===== src/sdst_pkg.sv =====
package sdst_pkg;

	// comparator input bit positions on the raw detection bus
	localparam int unsigned NDET         = 15;
	localparam int unsigned DET_AV_OV    = 0;
	localparam int unsigned DET_AV_UV    = 1;
	localparam int unsigned DET_AV_OSC   = 2;
	localparam int unsigned DET_DV_OV    = 3;
	localparam int unsigned DET_DV_UV    = 4;
	localparam int unsigned DET_CV_OV    = 5;
	localparam int unsigned DET_CV_UV    = 6;
	localparam int unsigned DET_TS_OV    = 7;
	localparam int unsigned DET_TS_UV    = 8;
	localparam int unsigned DET_TS_OSC   = 9;
	localparam int unsigned DET_NEG_UV   = 10;
	localparam int unsigned DET_REF_OSC  = 11;
	localparam int unsigned DET_RR_OPEN  = 12;
	localparam int unsigned DET_DG_OPEN  = 13;
	localparam int unsigned DET_CG_OPEN  = 14;

	// flag vector: bits 0..7 are supply_fault_flags_a, bits 8..12 are flags_b[4:0]
	localparam int unsigned NPATH        = 13;
	localparam int unsigned FL_AV_OV     = 0;
	localparam int unsigned FL_AV_OSC    = 1;
	localparam int unsigned FL_DV_OV     = 2;
	localparam int unsigned FL_CV_OV     = 3;
	localparam int unsigned FL_CV_UV     = 4;
	localparam int unsigned FL_RR_OPEN   = 5;
	localparam int unsigned FL_DG_OPEN   = 6;
	localparam int unsigned FL_CG_OPEN   = 7;
	localparam int unsigned FL_TS_OV     = 8;
	localparam int unsigned FL_TS_UV     = 9;
	localparam int unsigned FL_TS_OSC    = 10;
	localparam int unsigned FL_NEG_UV    = 11;
	localparam int unsigned FL_REF_OSC   = 12;
	localparam int unsigned FLB_BASE     = 8;
	localparam int unsigned FLA_WIDTH    = 8;
	localparam int unsigned FLB_WIDTH    = 5;
	localparam int unsigned FLB_SFAIL    = 5;
	localparam logic [3:0]  PATH_LAST    = 4'hc;

	// register byte offsets
	localparam logic [7:0] OFF_FLAGS_A   = 8'h00;
	localparam logic [7:0] OFF_FLAGS_B   = 8'h04;
	localparam logic [7:0] OFF_OT        = 8'h08;
	localparam logic [7:0] OFF_UT        = 8'h0c;
	localparam logic [7:0] OFF_CTRL      = 8'h10;
	localparam logic [7:0] OFF_MASK      = 8'h14;
	localparam logic [7:0] OFF_SUMMARY   = 8'h18;
	localparam logic [7:0] OFF_RST_STAT  = 8'h1c;

	// supply_diag_control fields
	localparam int unsigned CTRL_GO      = 0;
	localparam int unsigned CTRL_KEEP    = 1;
	localparam int unsigned CTRL_PIN_EN  = 2;
	localparam int unsigned CTRL_TS_EN   = 3;
	localparam int unsigned CTRL_BUSY    = 4;
	localparam logic        RST_KEEP     = 1'b0;
	localparam logic        RST_PIN_EN   = 1'b1;
	localparam logic        RST_TS_EN    = 1'b1;
	localparam logic        RST_MASK     = 1'b0;

	localparam int unsigned MASK_SUPPLY  = 0;
	localparam int unsigned SUM_SUPPLY   = 0;
	localparam int unsigned RST_AV_UV    = 0;

	localparam logic [1:0]  RESP_OKAY    = 2'b00;
	localparam logic [1:0]  RESP_SLVERR  = 2'b10;

	typedef enum logic [2:0] {
		ST_IDLE  = 3'b001,
		ST_FORCE = 3'b010,
		ST_CLEAR = 3'b100
	} sdst_st_type;

endpackage


===== src/sdst_det_if.sv =====
`timescale 1ns/1ps
interface sdst_det_if #(
	parameter int unsigned W = 15
);
	logic [W-1:0] raw;
	logic [W-1:0] clean;

	modport sync_end (input raw, output clean);
	modport core_end (output raw, input clean);
endinterface


===== src/sdst_top.sv =====
// Overview of operation
// RL1: all supply, reference and ground detections run while in active or sleep mode
// RL2: analog supply overvoltage or oscillation failure sets its bit in flags a
// RL3: analog undervoltage disables digital supply, resets logic, then sets reset indicator
// RL4: digital undervoltage only triggers a digital reset, no flag is set
// RL5: digital overvoltage, comm over/undervoltage set their bits in flags a
// RL6: thermistor reference faults set flags b and force temperature flags to ones
// RL7: negative rail undervoltage sets its bit in flags b
// RL8: high reference oscillation sets the reference oscillation bit in flags b
// RL9: open reference return, digital or comm ground sets its open bit in flags a
// RL10: over/undervoltage may also raise the matching oscillation flag
// RL11: host starts the self-test by writing one to the go bit
// RL12: self-test forces each path failing and checks flag and pin requests
// RL13: after each path the self-test clears flags, releases pin, moves on
// RL14: self-test never aborts; overall result lands in the self-test fail bit
// RL15: keep-flags option skips per-path clearing so silent paths stay zero
// RL16: fault pin toggles during self-test unless pin enable is cleared; code: held low with keep set, released with mask set
// RL17: with thermistor reference disabled its self-test results are ignored
// RL18: host enables the thermistor reference before starting the self-test
// RL19: host masks non-supply faults before starting the self-test
// RL20: host confirms no supply fault is present before starting the self-test
// RL21: with pin enable zero the summary flag still sets, pin stays released
// RL22: a detected supply flag stays set until host clear, reset or self-test
//
// Our own choices: the register offsets and the AXI4-Lite register port.
`timescale 1ns/1ps
module sdst_top
	import sdst_pkg::*;
#(
	parameter int unsigned NT = 16
) (
	input  wire logic              aclk,
	input  wire logic              aresetn,
	input  wire logic [7:0]        s_axi_awaddr,
	input  wire logic [2:0]        s_axi_awprot,
	input  wire logic              s_axi_awvalid,
	output logic                   s_axi_awready,
	input  wire logic [31:0]       s_axi_wdata,
	input  wire logic [3:0]        s_axi_wstrb,
	input  wire logic              s_axi_wvalid,
	output logic                   s_axi_wready,
	output logic [1:0]             s_axi_bresp,
	output logic                   s_axi_bvalid,
	input  wire logic              s_axi_bready,
	input  wire logic [7:0]        s_axi_araddr,
	input  wire logic [2:0]        s_axi_arprot,
	input  wire logic              s_axi_arvalid,
	output logic                   s_axi_arready,
	output logic [31:0]            s_axi_rdata,
	output logic [1:0]             s_axi_rresp,
	output logic                   s_axi_rvalid,
	input  wire logic              s_axi_rready,
	input  wire logic [NDET-1:0]   comparator_fail,
	input  wire logic              device_run,
	output logic                   fault_out_n,
	output logic                   digital_reset_req,
	output logic                   digital_supply_disable
);
	typedef struct packed {
		logic [NPATH-1:0] flags;
		logic             sfail;
		logic [NT-1:0]    overtemp_flags;
		logic [NT-1:0]    undertemp_flags;
		logic             keep;
		logic             pin_en;
		logic             ts_en;
		logic             mask;
		logic             analog_uv_reset_flag;
		sdst_st_type      st;
		logic [3:0]       path;
		logic             fail_acc;
		logic             pin_n;
		logic             drst;
		logic             dsup_off;
		logic             aw_hold;
		logic [7:0]       aw_addr;
		logic             w_hold;
		logic [31:0]      w_data;
		logic [3:0]       w_strb;
		logic             bvalid;
		logic [1:0]       bresp;
		logic             rvalid;
		logic [31:0]      rdata;
		logic [1:0]       rresp;
	} sdst_state_type;

	sdst_state_type state_reg;
	sdst_state_type state_next;

	sdst_det_if #(.W(NDET)) det_bus ();

	assign det_bus.raw = comparator_fail;

	sdst_sync #(.W(NDET)) u_sync (
		.aclk    (aclk),
		.aresetn (aresetn),
		.det     (det_bus)
	);

	// comparator outputs regrouped into flag order
	function automatic logic [NPATH-1:0] det_to_req(input logic [NDET-1:0] d);
		logic [NPATH-1:0] r;
		r             = '0;
		r[FL_AV_OV]   = d[DET_AV_OV];
		r[FL_AV_OSC]  = d[DET_AV_OSC];
		r[FL_DV_OV]   = d[DET_DV_OV];
		r[FL_CV_OV]   = d[DET_CV_OV];
		r[FL_CV_UV]   = d[DET_CV_UV];
		r[FL_RR_OPEN] = d[DET_RR_OPEN];
		r[FL_DG_OPEN] = d[DET_DG_OPEN];
		r[FL_CG_OPEN] = d[DET_CG_OPEN];
		r[FL_TS_OV]   = d[DET_TS_OV];
		r[FL_TS_UV]   = d[DET_TS_UV];
		r[FL_TS_OSC]  = d[DET_TS_OSC];
		r[FL_NEG_UV]  = d[DET_NEG_UV];
		r[FL_REF_OSC] = d[DET_REF_OSC];
		return r;
	endfunction

	function automatic logic is_ts_path(input logic [3:0] p);
		return (p == 4'(FL_TS_OV)) || (p == 4'(FL_TS_UV)) || (p == 4'(FL_TS_OSC));
	endfunction

	logic [NDET-1:0]  det;
	logic [NPATH-1:0] set_req;
	logic [NPATH-1:0] force_vec;
	logic [NPATH-1:0] ts_bits;
	logic [31:0]      wmask;
	logic [31:0]      wbits;
	logic [31:0]      rd_word;
	logic             rd_ok;
	logic             wr_ok;
	logic             uv_reset;
	logic             ts_event;
	logic             pin_req;
	logic             path_pass;

	always_comb begin
		state_next = state_reg;
		det        = device_run ? det_bus.clean : '0; // [RL1]
		ts_bits    = '0;
		ts_bits[FL_TS_OV]  = 1'b1;
		ts_bits[FL_TS_UV]  = 1'b1;
		ts_bits[FL_TS_OSC] = 1'b1;
		force_vec  = '0;
		if (state_reg.st == ST_FORCE) begin
			force_vec[state_reg.path] = 1'b1; // [RL12]
		end
		// oscillation bits are taken as they come; ov/uv may drag them along [RL10]
		set_req    = det_to_req(det) | force_vec; // [RL2] [RL5] [RL7] [RL8] [RL9]
		if (!state_reg.ts_en) begin
			set_req = set_req & ~ts_bits;
		end
		ts_event   = |(set_req & ts_bits);
		uv_reset   = det[DET_AV_UV] | det[DET_DV_UV];
		path_pass  = 1'b0;
		for (int i = 0; i < 4; i++) begin
			wmask[i*8 +: 8] = {8{state_reg.w_strb[i]}};
		end
		wbits      = state_reg.w_data & wmask;
		wr_ok      = 1'b0;
		rd_ok      = 1'b0;
		rd_word    = '0;
		state_next.drst = 1'b0;

		// read side: one request outstanding, answered the cycle after acceptance
		if (state_reg.rvalid && s_axi_rready) begin
			state_next.rvalid = 1'b0;
		end
		unique case (s_axi_araddr[7:2])
			OFF_FLAGS_A[7:2]: begin
				rd_ok   = 1'b1;
				rd_word = 32'(state_reg.flags[FLA_WIDTH-1:0]);
			end
			OFF_FLAGS_B[7:2]: begin
				rd_ok   = 1'b1;
				rd_word = 32'({state_reg.sfail, state_reg.flags[NPATH-1:FLB_BASE]});
			end
			OFF_OT[7:2]: begin
				rd_ok   = 1'b1;
				rd_word = 32'(state_reg.overtemp_flags);
			end
			OFF_UT[7:2]: begin
				rd_ok   = 1'b1;
				rd_word = 32'(state_reg.undertemp_flags);
			end
			OFF_CTRL[7:2]: begin
				rd_ok   = 1'b1;
				rd_word[CTRL_KEEP]   = state_reg.keep;
				rd_word[CTRL_PIN_EN] = state_reg.pin_en;
				rd_word[CTRL_TS_EN]  = state_reg.ts_en;
				rd_word[CTRL_BUSY]   = (state_reg.st != ST_IDLE);
			end
			OFF_MASK[7:2]: begin
				rd_ok   = 1'b1;
				rd_word[MASK_SUPPLY] = state_reg.mask;
			end
			OFF_SUMMARY[7:2]: begin
				rd_ok   = 1'b1;
				rd_word[SUM_SUPPLY] = (|state_reg.flags | state_reg.sfail) & ~state_reg.mask;
			end
			OFF_RST_STAT[7:2]: begin
				rd_ok   = 1'b1;
				rd_word[RST_AV_UV] = state_reg.analog_uv_reset_flag;
			end
			default: begin
				rd_ok   = 1'b0;
			end
		endcase
		if (s_axi_arvalid && !state_reg.rvalid) begin
			state_next.rvalid = 1'b1;
			state_next.rdata  = rd_word;
			state_next.rresp  = rd_ok ? RESP_OKAY : RESP_SLVERR;
		end

		// write side: address and data caught in either order, response after both
		if (state_reg.bvalid && s_axi_bready) begin
			state_next.bvalid = 1'b0;
		end
		if (s_axi_awvalid && !state_reg.aw_hold && !state_reg.bvalid) begin
			state_next.aw_hold = 1'b1;
			state_next.aw_addr = s_axi_awaddr;
		end
		if (s_axi_wvalid && !state_reg.w_hold && !state_reg.bvalid) begin
			state_next.w_hold = 1'b1;
			state_next.w_data = s_axi_wdata;
			state_next.w_strb = s_axi_wstrb;
		end
		if (state_reg.aw_hold && state_reg.w_hold && !state_reg.bvalid) begin
			state_next.aw_hold = 1'b0;
			state_next.w_hold  = 1'b0;
			state_next.bvalid  = 1'b1;
			wr_ok              = 1'b1;
			unique case (state_reg.aw_addr[7:2])
				OFF_FLAGS_A[7:2]: begin
					state_next.flags[FLA_WIDTH-1:0] =
						state_reg.flags[FLA_WIDTH-1:0] & ~wbits[FLA_WIDTH-1:0];
				end
				OFF_FLAGS_B[7:2]: begin
					state_next.flags[NPATH-1:FLB_BASE] =
						state_reg.flags[NPATH-1:FLB_BASE] & ~wbits[FLB_WIDTH-1:0];
					state_next.sfail = state_reg.sfail & ~wbits[FLB_SFAIL];
				end
				OFF_OT[7:2]: begin
					state_next.overtemp_flags = state_reg.overtemp_flags & ~wbits[NT-1:0];
				end
				OFF_UT[7:2]: begin
					state_next.undertemp_flags = state_reg.undertemp_flags & ~wbits[NT-1:0];
				end
				OFF_CTRL[7:2]: begin
					if (state_reg.w_strb[0]) begin
						state_next.keep   = state_reg.w_data[CTRL_KEEP];
						state_next.pin_en = state_reg.w_data[CTRL_PIN_EN];
						state_next.ts_en  = state_reg.w_data[CTRL_TS_EN];
						// go is self-clearing and ignored while a run is under way [RL11]
						if (state_reg.w_data[CTRL_GO] && state_reg.st == ST_IDLE) begin
							state_next.st       = ST_FORCE;
							state_next.path     = '0;
							state_next.fail_acc = 1'b0;
						end
					end
				end
				OFF_MASK[7:2]: begin
					if (state_reg.w_strb[0]) begin
						state_next.mask = state_reg.w_data[MASK_SUPPLY];
					end
				end
				OFF_RST_STAT[7:2]: begin
					state_next.analog_uv_reset_flag =
						state_reg.analog_uv_reset_flag & ~wbits[RST_AV_UV];
				end
				OFF_SUMMARY[7:2]: begin
					wr_ok = 1'b1;
				end
				default: begin
					wr_ok = 1'b0;
				end
			endcase
			state_next.bresp = wr_ok ? RESP_OKAY : RESP_SLVERR;
		end

		// self-test sequencer, walks every covered path regardless of failures [RL14]
		unique case (state_reg.st)
			ST_IDLE: begin
				// fail_acc untouched so the clear done by a go write survives
				path_pass = 1'b0;
			end
			ST_FORCE: begin
				// flag set request and unmasked pin request must both be up [RL12]
				path_pass = set_req[state_reg.path] & ~state_reg.mask;
				if (!path_pass && !(is_ts_path(state_reg.path) && !state_reg.ts_en)) begin // [RL17]
					state_next.fail_acc = 1'b1;
				end
				state_next.st = ST_CLEAR;
			end
			ST_CLEAR: begin
				if (!state_reg.keep) begin
					state_next.flags = '0; // [RL13]
				end
				// with keep set the flags survive so a silent path reads zero [RL15]
				if (state_reg.path == PATH_LAST) begin
					state_next.st    = ST_IDLE;
					state_next.sfail = state_reg.fail_acc; // [RL14]
				end else begin
					state_next.path = state_reg.path + 4'h1; // [RL13]
					state_next.st   = ST_FORCE;
				end
			end
		endcase

		// hardware sets come after host and self-test clears so they win over those in the same cycle; the uv reset below still wipes them [RL22]
		state_next.flags = state_next.flags | set_req;
		if (ts_event) begin
			state_next.overtemp_flags  = '1; // [RL6]
			state_next.undertemp_flags = '1; // [RL6]
		end

		// undervoltage reset wipes block state but not the bus handshake [RL3] [RL4]
		state_next.dsup_off = det[DET_AV_UV]; // [RL3]
		if (uv_reset) begin
			state_next.flags           = '0;
			state_next.sfail           = 1'b0;
			state_next.overtemp_flags  = '0;
			state_next.undertemp_flags = '0;
			state_next.keep            = RST_KEEP;
			state_next.pin_en          = RST_PIN_EN;
			state_next.ts_en           = RST_TS_EN;
			state_next.mask            = RST_MASK;
			state_next.st              = ST_IDLE;
			state_next.path            = '0;
			state_next.fail_acc        = 1'b0;
			state_next.drst            = 1'b1; // [RL4]
			if (det[DET_AV_UV]) begin
				state_next.analog_uv_reset_flag = 1'b1; // [RL3]
			end
		end

		// pin follows unmasked flags and so toggles per self-test path while keep is clear [RL16]
		pin_req          = (|state_next.flags | state_next.sfail) & ~state_next.mask;
		state_next.pin_n = ~(pin_req & state_next.pin_en); // [RL21]
	end

	always_ff @(posedge aclk) begin
		if (!aresetn) begin
			state_reg                      <= '0;
			state_reg.keep                 <= RST_KEEP;
			state_reg.pin_en               <= RST_PIN_EN;
			state_reg.ts_en                <= RST_TS_EN;
			state_reg.mask                 <= RST_MASK;
			state_reg.st                   <= ST_IDLE;
			state_reg.pin_n                <= 1'b1;
		end else begin
			state_reg <= state_next;
		end
	end

	assign s_axi_awready          = ~state_reg.aw_hold & ~state_reg.bvalid;
	assign s_axi_wready           = ~state_reg.w_hold & ~state_reg.bvalid;
	assign s_axi_bvalid           = state_reg.bvalid;
	assign s_axi_bresp            = state_reg.bresp;
	assign s_axi_arready          = ~state_reg.rvalid;
	assign s_axi_rvalid           = state_reg.rvalid;
	assign s_axi_rdata            = state_reg.rdata;
	assign s_axi_rresp            = state_reg.rresp;
	assign fault_out_n            = state_reg.pin_n;
	assign digital_reset_req      = state_reg.drst;
	assign digital_supply_disable = state_reg.dsup_off;
endmodule


===== src/sdst_sync.sv =====
`timescale 1ns/1ps
module sdst_sync #(
	parameter int unsigned W = 15
) (
	input  wire logic   aclk,
	input  wire logic   aresetn,
	sdst_det_if.sync_end det
);
	typedef struct packed {
		logic [W-1:0] s1;
		logic [W-1:0] s2;
		logic [W-1:0] s3;
		logic [W-1:0] clean;
	} sdst_sync_type;

	sdst_sync_type state_reg;
	sdst_sync_type state_next;

	always_comb begin
		state_next    = state_reg;
		state_next.s1 = det.raw;
		state_next.s2 = state_reg.s1;
		state_next.s3 = state_reg.s2;
		// a bit moves only once stages two and three agree, so one-cycle glitches drop out
		for (int i = 0; i < W; i++) begin
			if (state_reg.s2[i] == state_reg.s3[i]) begin
				state_next.clean[i] = state_reg.s3[i];
			end
		end
	end

	always_ff @(posedge aclk) begin
		if (!aresetn) begin
			state_reg <= '0;
		end else begin
			state_reg <= state_next;
		end
	end

	assign det.clean = state_reg.clean;
endmodule


===== config.mk =====
export PLATFORM = sky130hd
export DESIGN_NAME = sdst_top
export DESIGN_NICKNAME = d
export VERILOG_FILES = /design/src/sdst_pkg.sv /design/src/sdst_det_if.sv /design/src/sdst_top.sv /design/src/sdst_sync.sv
export SDC_FILE = /design/constraint.sdc
export NUM_CORES = 1
export LEC_CHECK = 0
export BUFFER_PORTS_ARGS = -buffer_cell sky130_fd_sc_hd__buf_2
export CAP_MARGIN = 10
export CORE_UTILIZATION = 25
export DETAILED_ROUTE_END_ITERATION = 7
export HOLD_SLACK_MARGIN = 0.08
export MAX_ROUTING_LAYER = met4
export SLEW_MARGIN = 20
export SYNTH_ARGS = -nofsm -noshare
export SYNTH_HDL_FRONTEND = slang
export SYNTH_SLANG_ARGS = --single-unit

===== constraint.sdc =====
create_clock -name aclk -period 3.8 [get_ports aclk]
set_input_delay 0.76 -clock aclk [delete_from_list [all_inputs] [get_ports aclk]]
set_output_delay 0.76 -clock aclk [all_outputs]
set_load 0.01 [all_outputs]

==> results <==
- The count of final max-slew check failures is 0.
- STA puts the critical path data required time at 4.05 ns.
- In the final routed layout, each cell accounts on average for 14.32 µm.
- The final routed wirelength across all metal layers is 17330 µm.
- After Yosys synthesis, and, or, nand and nor cells account for 20.02% of the synthesized area.
- The number of hold violations in the final report is 0.
- The antenna diode count is 0.
- The largest total area in the synthesized netlist belongs to dfxtp_1.
- The launch instance of the worst register-to-register path is state_reg[88]$_SDFF_PP0_.
- The detailed router placed 5658 vias in this run.
- Summing internal, switching and leakage power gives 3.741 mW.
- In this run the deepest clock path goes through 2 buffers.
- In this run, synthesis inferred 0 flip-flops with an integrated enable.
- The highest clock frequency the design can meet is 386.4 MHz.
- The post-detailed-route via-to-cell ratio is 4.676.
- The die area is 29330 µm².
- The detailed router finished its first iteration with 448 violations.
- The end of the worst register-to-register path is state_reg[107]$_SDFFE_PP0P_.
- The final worst hold slack is 0.4320 ns.
- The pin count of the biggest net entering global routing is 109.
- The quantity of hold-fixing buffers added after cts is 0.
- The final core utilization is 29.20%.
- Clock-pin slew was measured on the worst setup and hold paths at 0.07 ns.
- After detailed placement, the total cell area comes to 7619 µm².
- The number of antenna violations at the first check in global routing is 0.
- The site row count is 61.
- The first-pass GRT wire length is 27510 µm.
- The final instance count without filler cells is 1210.
- The category of the worst setup path capture point is a flop.
- The share of cell area taken by muxes after synthesis is 4.594%.
- The area of all sequential standard cells is 3363 µm².
- Summing all multi-input logic gate instances after layout gives 3323 µm².
- The worst-case reg-to-reg path depth is 9.
- The number of different library cells used by synthesis comes to 64.
- The synthesized netlist devotes 19.90% of its cell area to compound gates.
- The source-to-sink clock delay at the later pin of the worst-skew pair is 0.42 ns.
- The placed wire-length estimate is 12170 µm.
- The starting density of the core is 25.57%.
- The largest incremental delay on the critical path is 0.59 ns.
- In this run the count of I/O pins placed on the die edge is 125.
- The critical path class is flop to flop.
- For the pin with the worst max-slew slack, the measured transition is 0.9805 ns.
- At the placement stage, the worst setup path has a slack of 1.250 ns.
- The worst path in the final design needs a cycle of 2.588 ns, including I/O delays and setup.
- The clock tree skew after final layout is 0.006853 ns.
- The path category of the worst min-delay check is flop to flop.
- The flow ran to the end, and the final reports show no timing, DRC or antenna violations.
- By instance count, the cell type seen most on the critical path is nand2_1.
- Setup repair after global routing left no endpoint under its margin.
- The total track usage is 12.40%.
- For this run, the number of Yosys warnings is 0.
- The synthesized-area fraction occupied by xor and xnor cells is 0.2445%.
- Summed over all cells, the static leakage comes to 3.124 nW.
- Counting flops and latches in the post-synthesis netlist gives 168.
- The commonest cells after synthesis are dfxtp_1, nand2_1, o21ai_0, a21oi_1, and2_1.
- The worst setup margin is 1.212 ns.
- After synthesis, the share of flip-flops with an asynchronous set or reset is 0%.
- Sequential cells were found to cover 46.95% of the synthesized design area.
- Across the VDD grid, the largest voltage drop is 202.2 µV.
- Setup violations remaining at the end of the flow were counted as 0.
- The cell with the largest stage delay on the worst path is dfxtp_1.
- The via count of the first global-routing pass is 5197.
- Routability-driven placement finished with a final weighted congestion of 0.8488.
- The number of fill cells in the layout is 3023.
- Measured along the y axis, the die boundary spans 171.3 µm.
- The number of buffers added on ports is 78.
- The adder-cell share of the synthesized area is 0.6987%.
- The length of the first detailed-routing pass in iterations is 5.
- The flip-flop count of the largest register after layout is 85.
- From synthesis to final layout, the design area changed by 14.18%.
- The clock tree synthesis step divided the H-tree into 4 levels.
- The final total negative setup slack is 0 ns.
- The root buffer cell is clkbuf_16.
- In this run the worst setup path terminates at state_reg[107]$_SDFFE_PP0P_.
- At the end of the flow, the number of nets in the layout was 905.
- Each instance of the synthesized netlist takes up on average 9.067 µm².
- The clock sink total is 168.
- The area of the mapped netlist is 7163 µm².
- The proportion of netlist area held by the largest area contributor is 46.95%.
- After layout, the worst path uses 68.10% of the clock period.
- In this run the remaining antenna-violating nets after routing total 0.
- STA classifies the critical path startpoint as a flop.
- The number of placed instances, taps included, is 1179.
- The TritonCTS clock tree is built.
- The combinational family with the most area after synthesis is simple AND/OR/NAND/NOR gates.
- The relative max-transition margin is 34.48%.
- The data arrival time of the critical path is 2.84 ns.
- The cell count after synthesis came out at 790.
- The die is 171.3 µm wide.
- In this run the worst path has a maximum fanout of 32.
- The placeable core region is 28010 µm².
- Max-cap violations in this run came to 0.
- By area the synthesized netlist is led by dfxtp_1, nand2_1, and2_1.
- The number of design rule violations left after detail routing is 0.
- The total grt overflow is 0.
- The number of setup buffers added after CTS is 0.
- After clock tree synthesis, the repair step resized 0 gates.
- Cells with a size suffix above 1 make up 16.71% of the layout.
- After routing the design area is 8179 µm².
- The number of buffers created by CTS is 17.
- In the synthesized netlist the dominant register cell turns out to be dfxtp_1.
- Walking the worst path, the cells encountered are inv_1 > ha_1 > nand4bb_1 > o21ai_0 > nand2_1 > nand2_1 > a21oi_2 > buf_4 > a21oi_1.
- The launch point of the critical path is state_reg[88]$_SDFF_PP0_.
- The most frequent cell after synthesis is dfxtp_1.
- The register-to-register path setup slack is 1.21 ns.
- Power spread over the standard cell area amounts to 457.4 nW/µm².
[power breakdown]
| part | internal (mW) | total [mW] | switching, mW |
|---|---|---|---|
| Clock | 0.967 | 1.67 | 0.700 |
| Combinational | 0.0862 | 0.224 | 0.138 |
| Sequential | 1.81 | 1.85 | 0.0396 |
[cell families after synthesis]
| group | after synthesis |
|---|---|
| compound gates | 223 |
| xor+xnor | 2 |
| buf+inv | 95 |
| flops | 168 |
| simple gates | 267 |
| other cells | 1 |
| fa+ha+maj | 4 |
| mux | 30 |
[placed cells by master (no fill, tap or decap), drive strengths merged, types with 4 or more instances in the layout]
cell / n
ha: 4
a31oi: 14
buf: 82
a21boi: 36
nand3: 10
mux2i: 16
clkbuf: 20
nand2: 88
dfxtp: 168
a21oi: 57
a41oi: 4
conb: 18
nand4: 17
a22oi: 15
nor2b: 23
o21ai: 61
o211a: 6
a32o: 5
and2: 53
nor3: 6
inv: 10
mux2: 13
nor4: 6
nand2b: 7
nor2: 39
[layer usage]
metal  share of wire (%)  up-vias  global-route usage, %
met5                   0        -                      -
met4                 1.5        0                  4.930
met3                 4.8       14                  2.048
met1                  49     2692                  16.38
met2                  45      164                  18.81
li1                    -     2788                      -
[cell type report]
class	count	area share (%)
Clock buffer	20	5.339
Clock inverter	11	1.514
Inverter	7	0.3212
Multi-Input combinational cell	544	40.63
Sequential cell	168	41.12
Tap cell	378	5.782
Timing Repair Buffer	82	5.293
[worst max-delay path, delay by kind of cell, from the launching register on]
| kind | cells | cell delay, ns |
|---|---|---|
| AOI/OAI and AO/OA | 3 | 0.37 |
| adders and majority gates | 1 | 0.35 |
| buffers and inverters | 2 | 0.58 |
| DFF | 1 | 0.59 |
| and+or+nand+nor | 3 | 0.53 |
[how the worst min path moves through the flow]
stage               depth (start not counted)                             start  slack (ns)                                to
floorplan                                   1  u_sync.state_next[30]$_SDFF_PN0_        0.41  u_sync.state_next[15]$_SDFF_PN0_
global placement                            1  u_sync.state_next[36]$_SDFF_PN0_        0.42  u_sync.state_next[21]$_SDFF_PN0_
detailed placement                          1  u_sync.state_next[32]$_SDFF_PN0_        0.42  u_sync.state_next[17]$_SDFF_PN0_
CTS                                         1  u_sync.state_next[32]$_SDFF_PN0_        0.43  u_sync.state_next[17]$_SDFF_PN0_
global route                                1  u_sync.state_next[32]$_SDFF_PN0_        0.44  u_sync.state_next[17]$_SDFF_PN0_
finish                                      1  u_sync.state_next[32]$_SDFF_PN0_        0.43  u_sync.state_next[17]$_SDFF_PN0_
(Power assumes the default switching activity.)
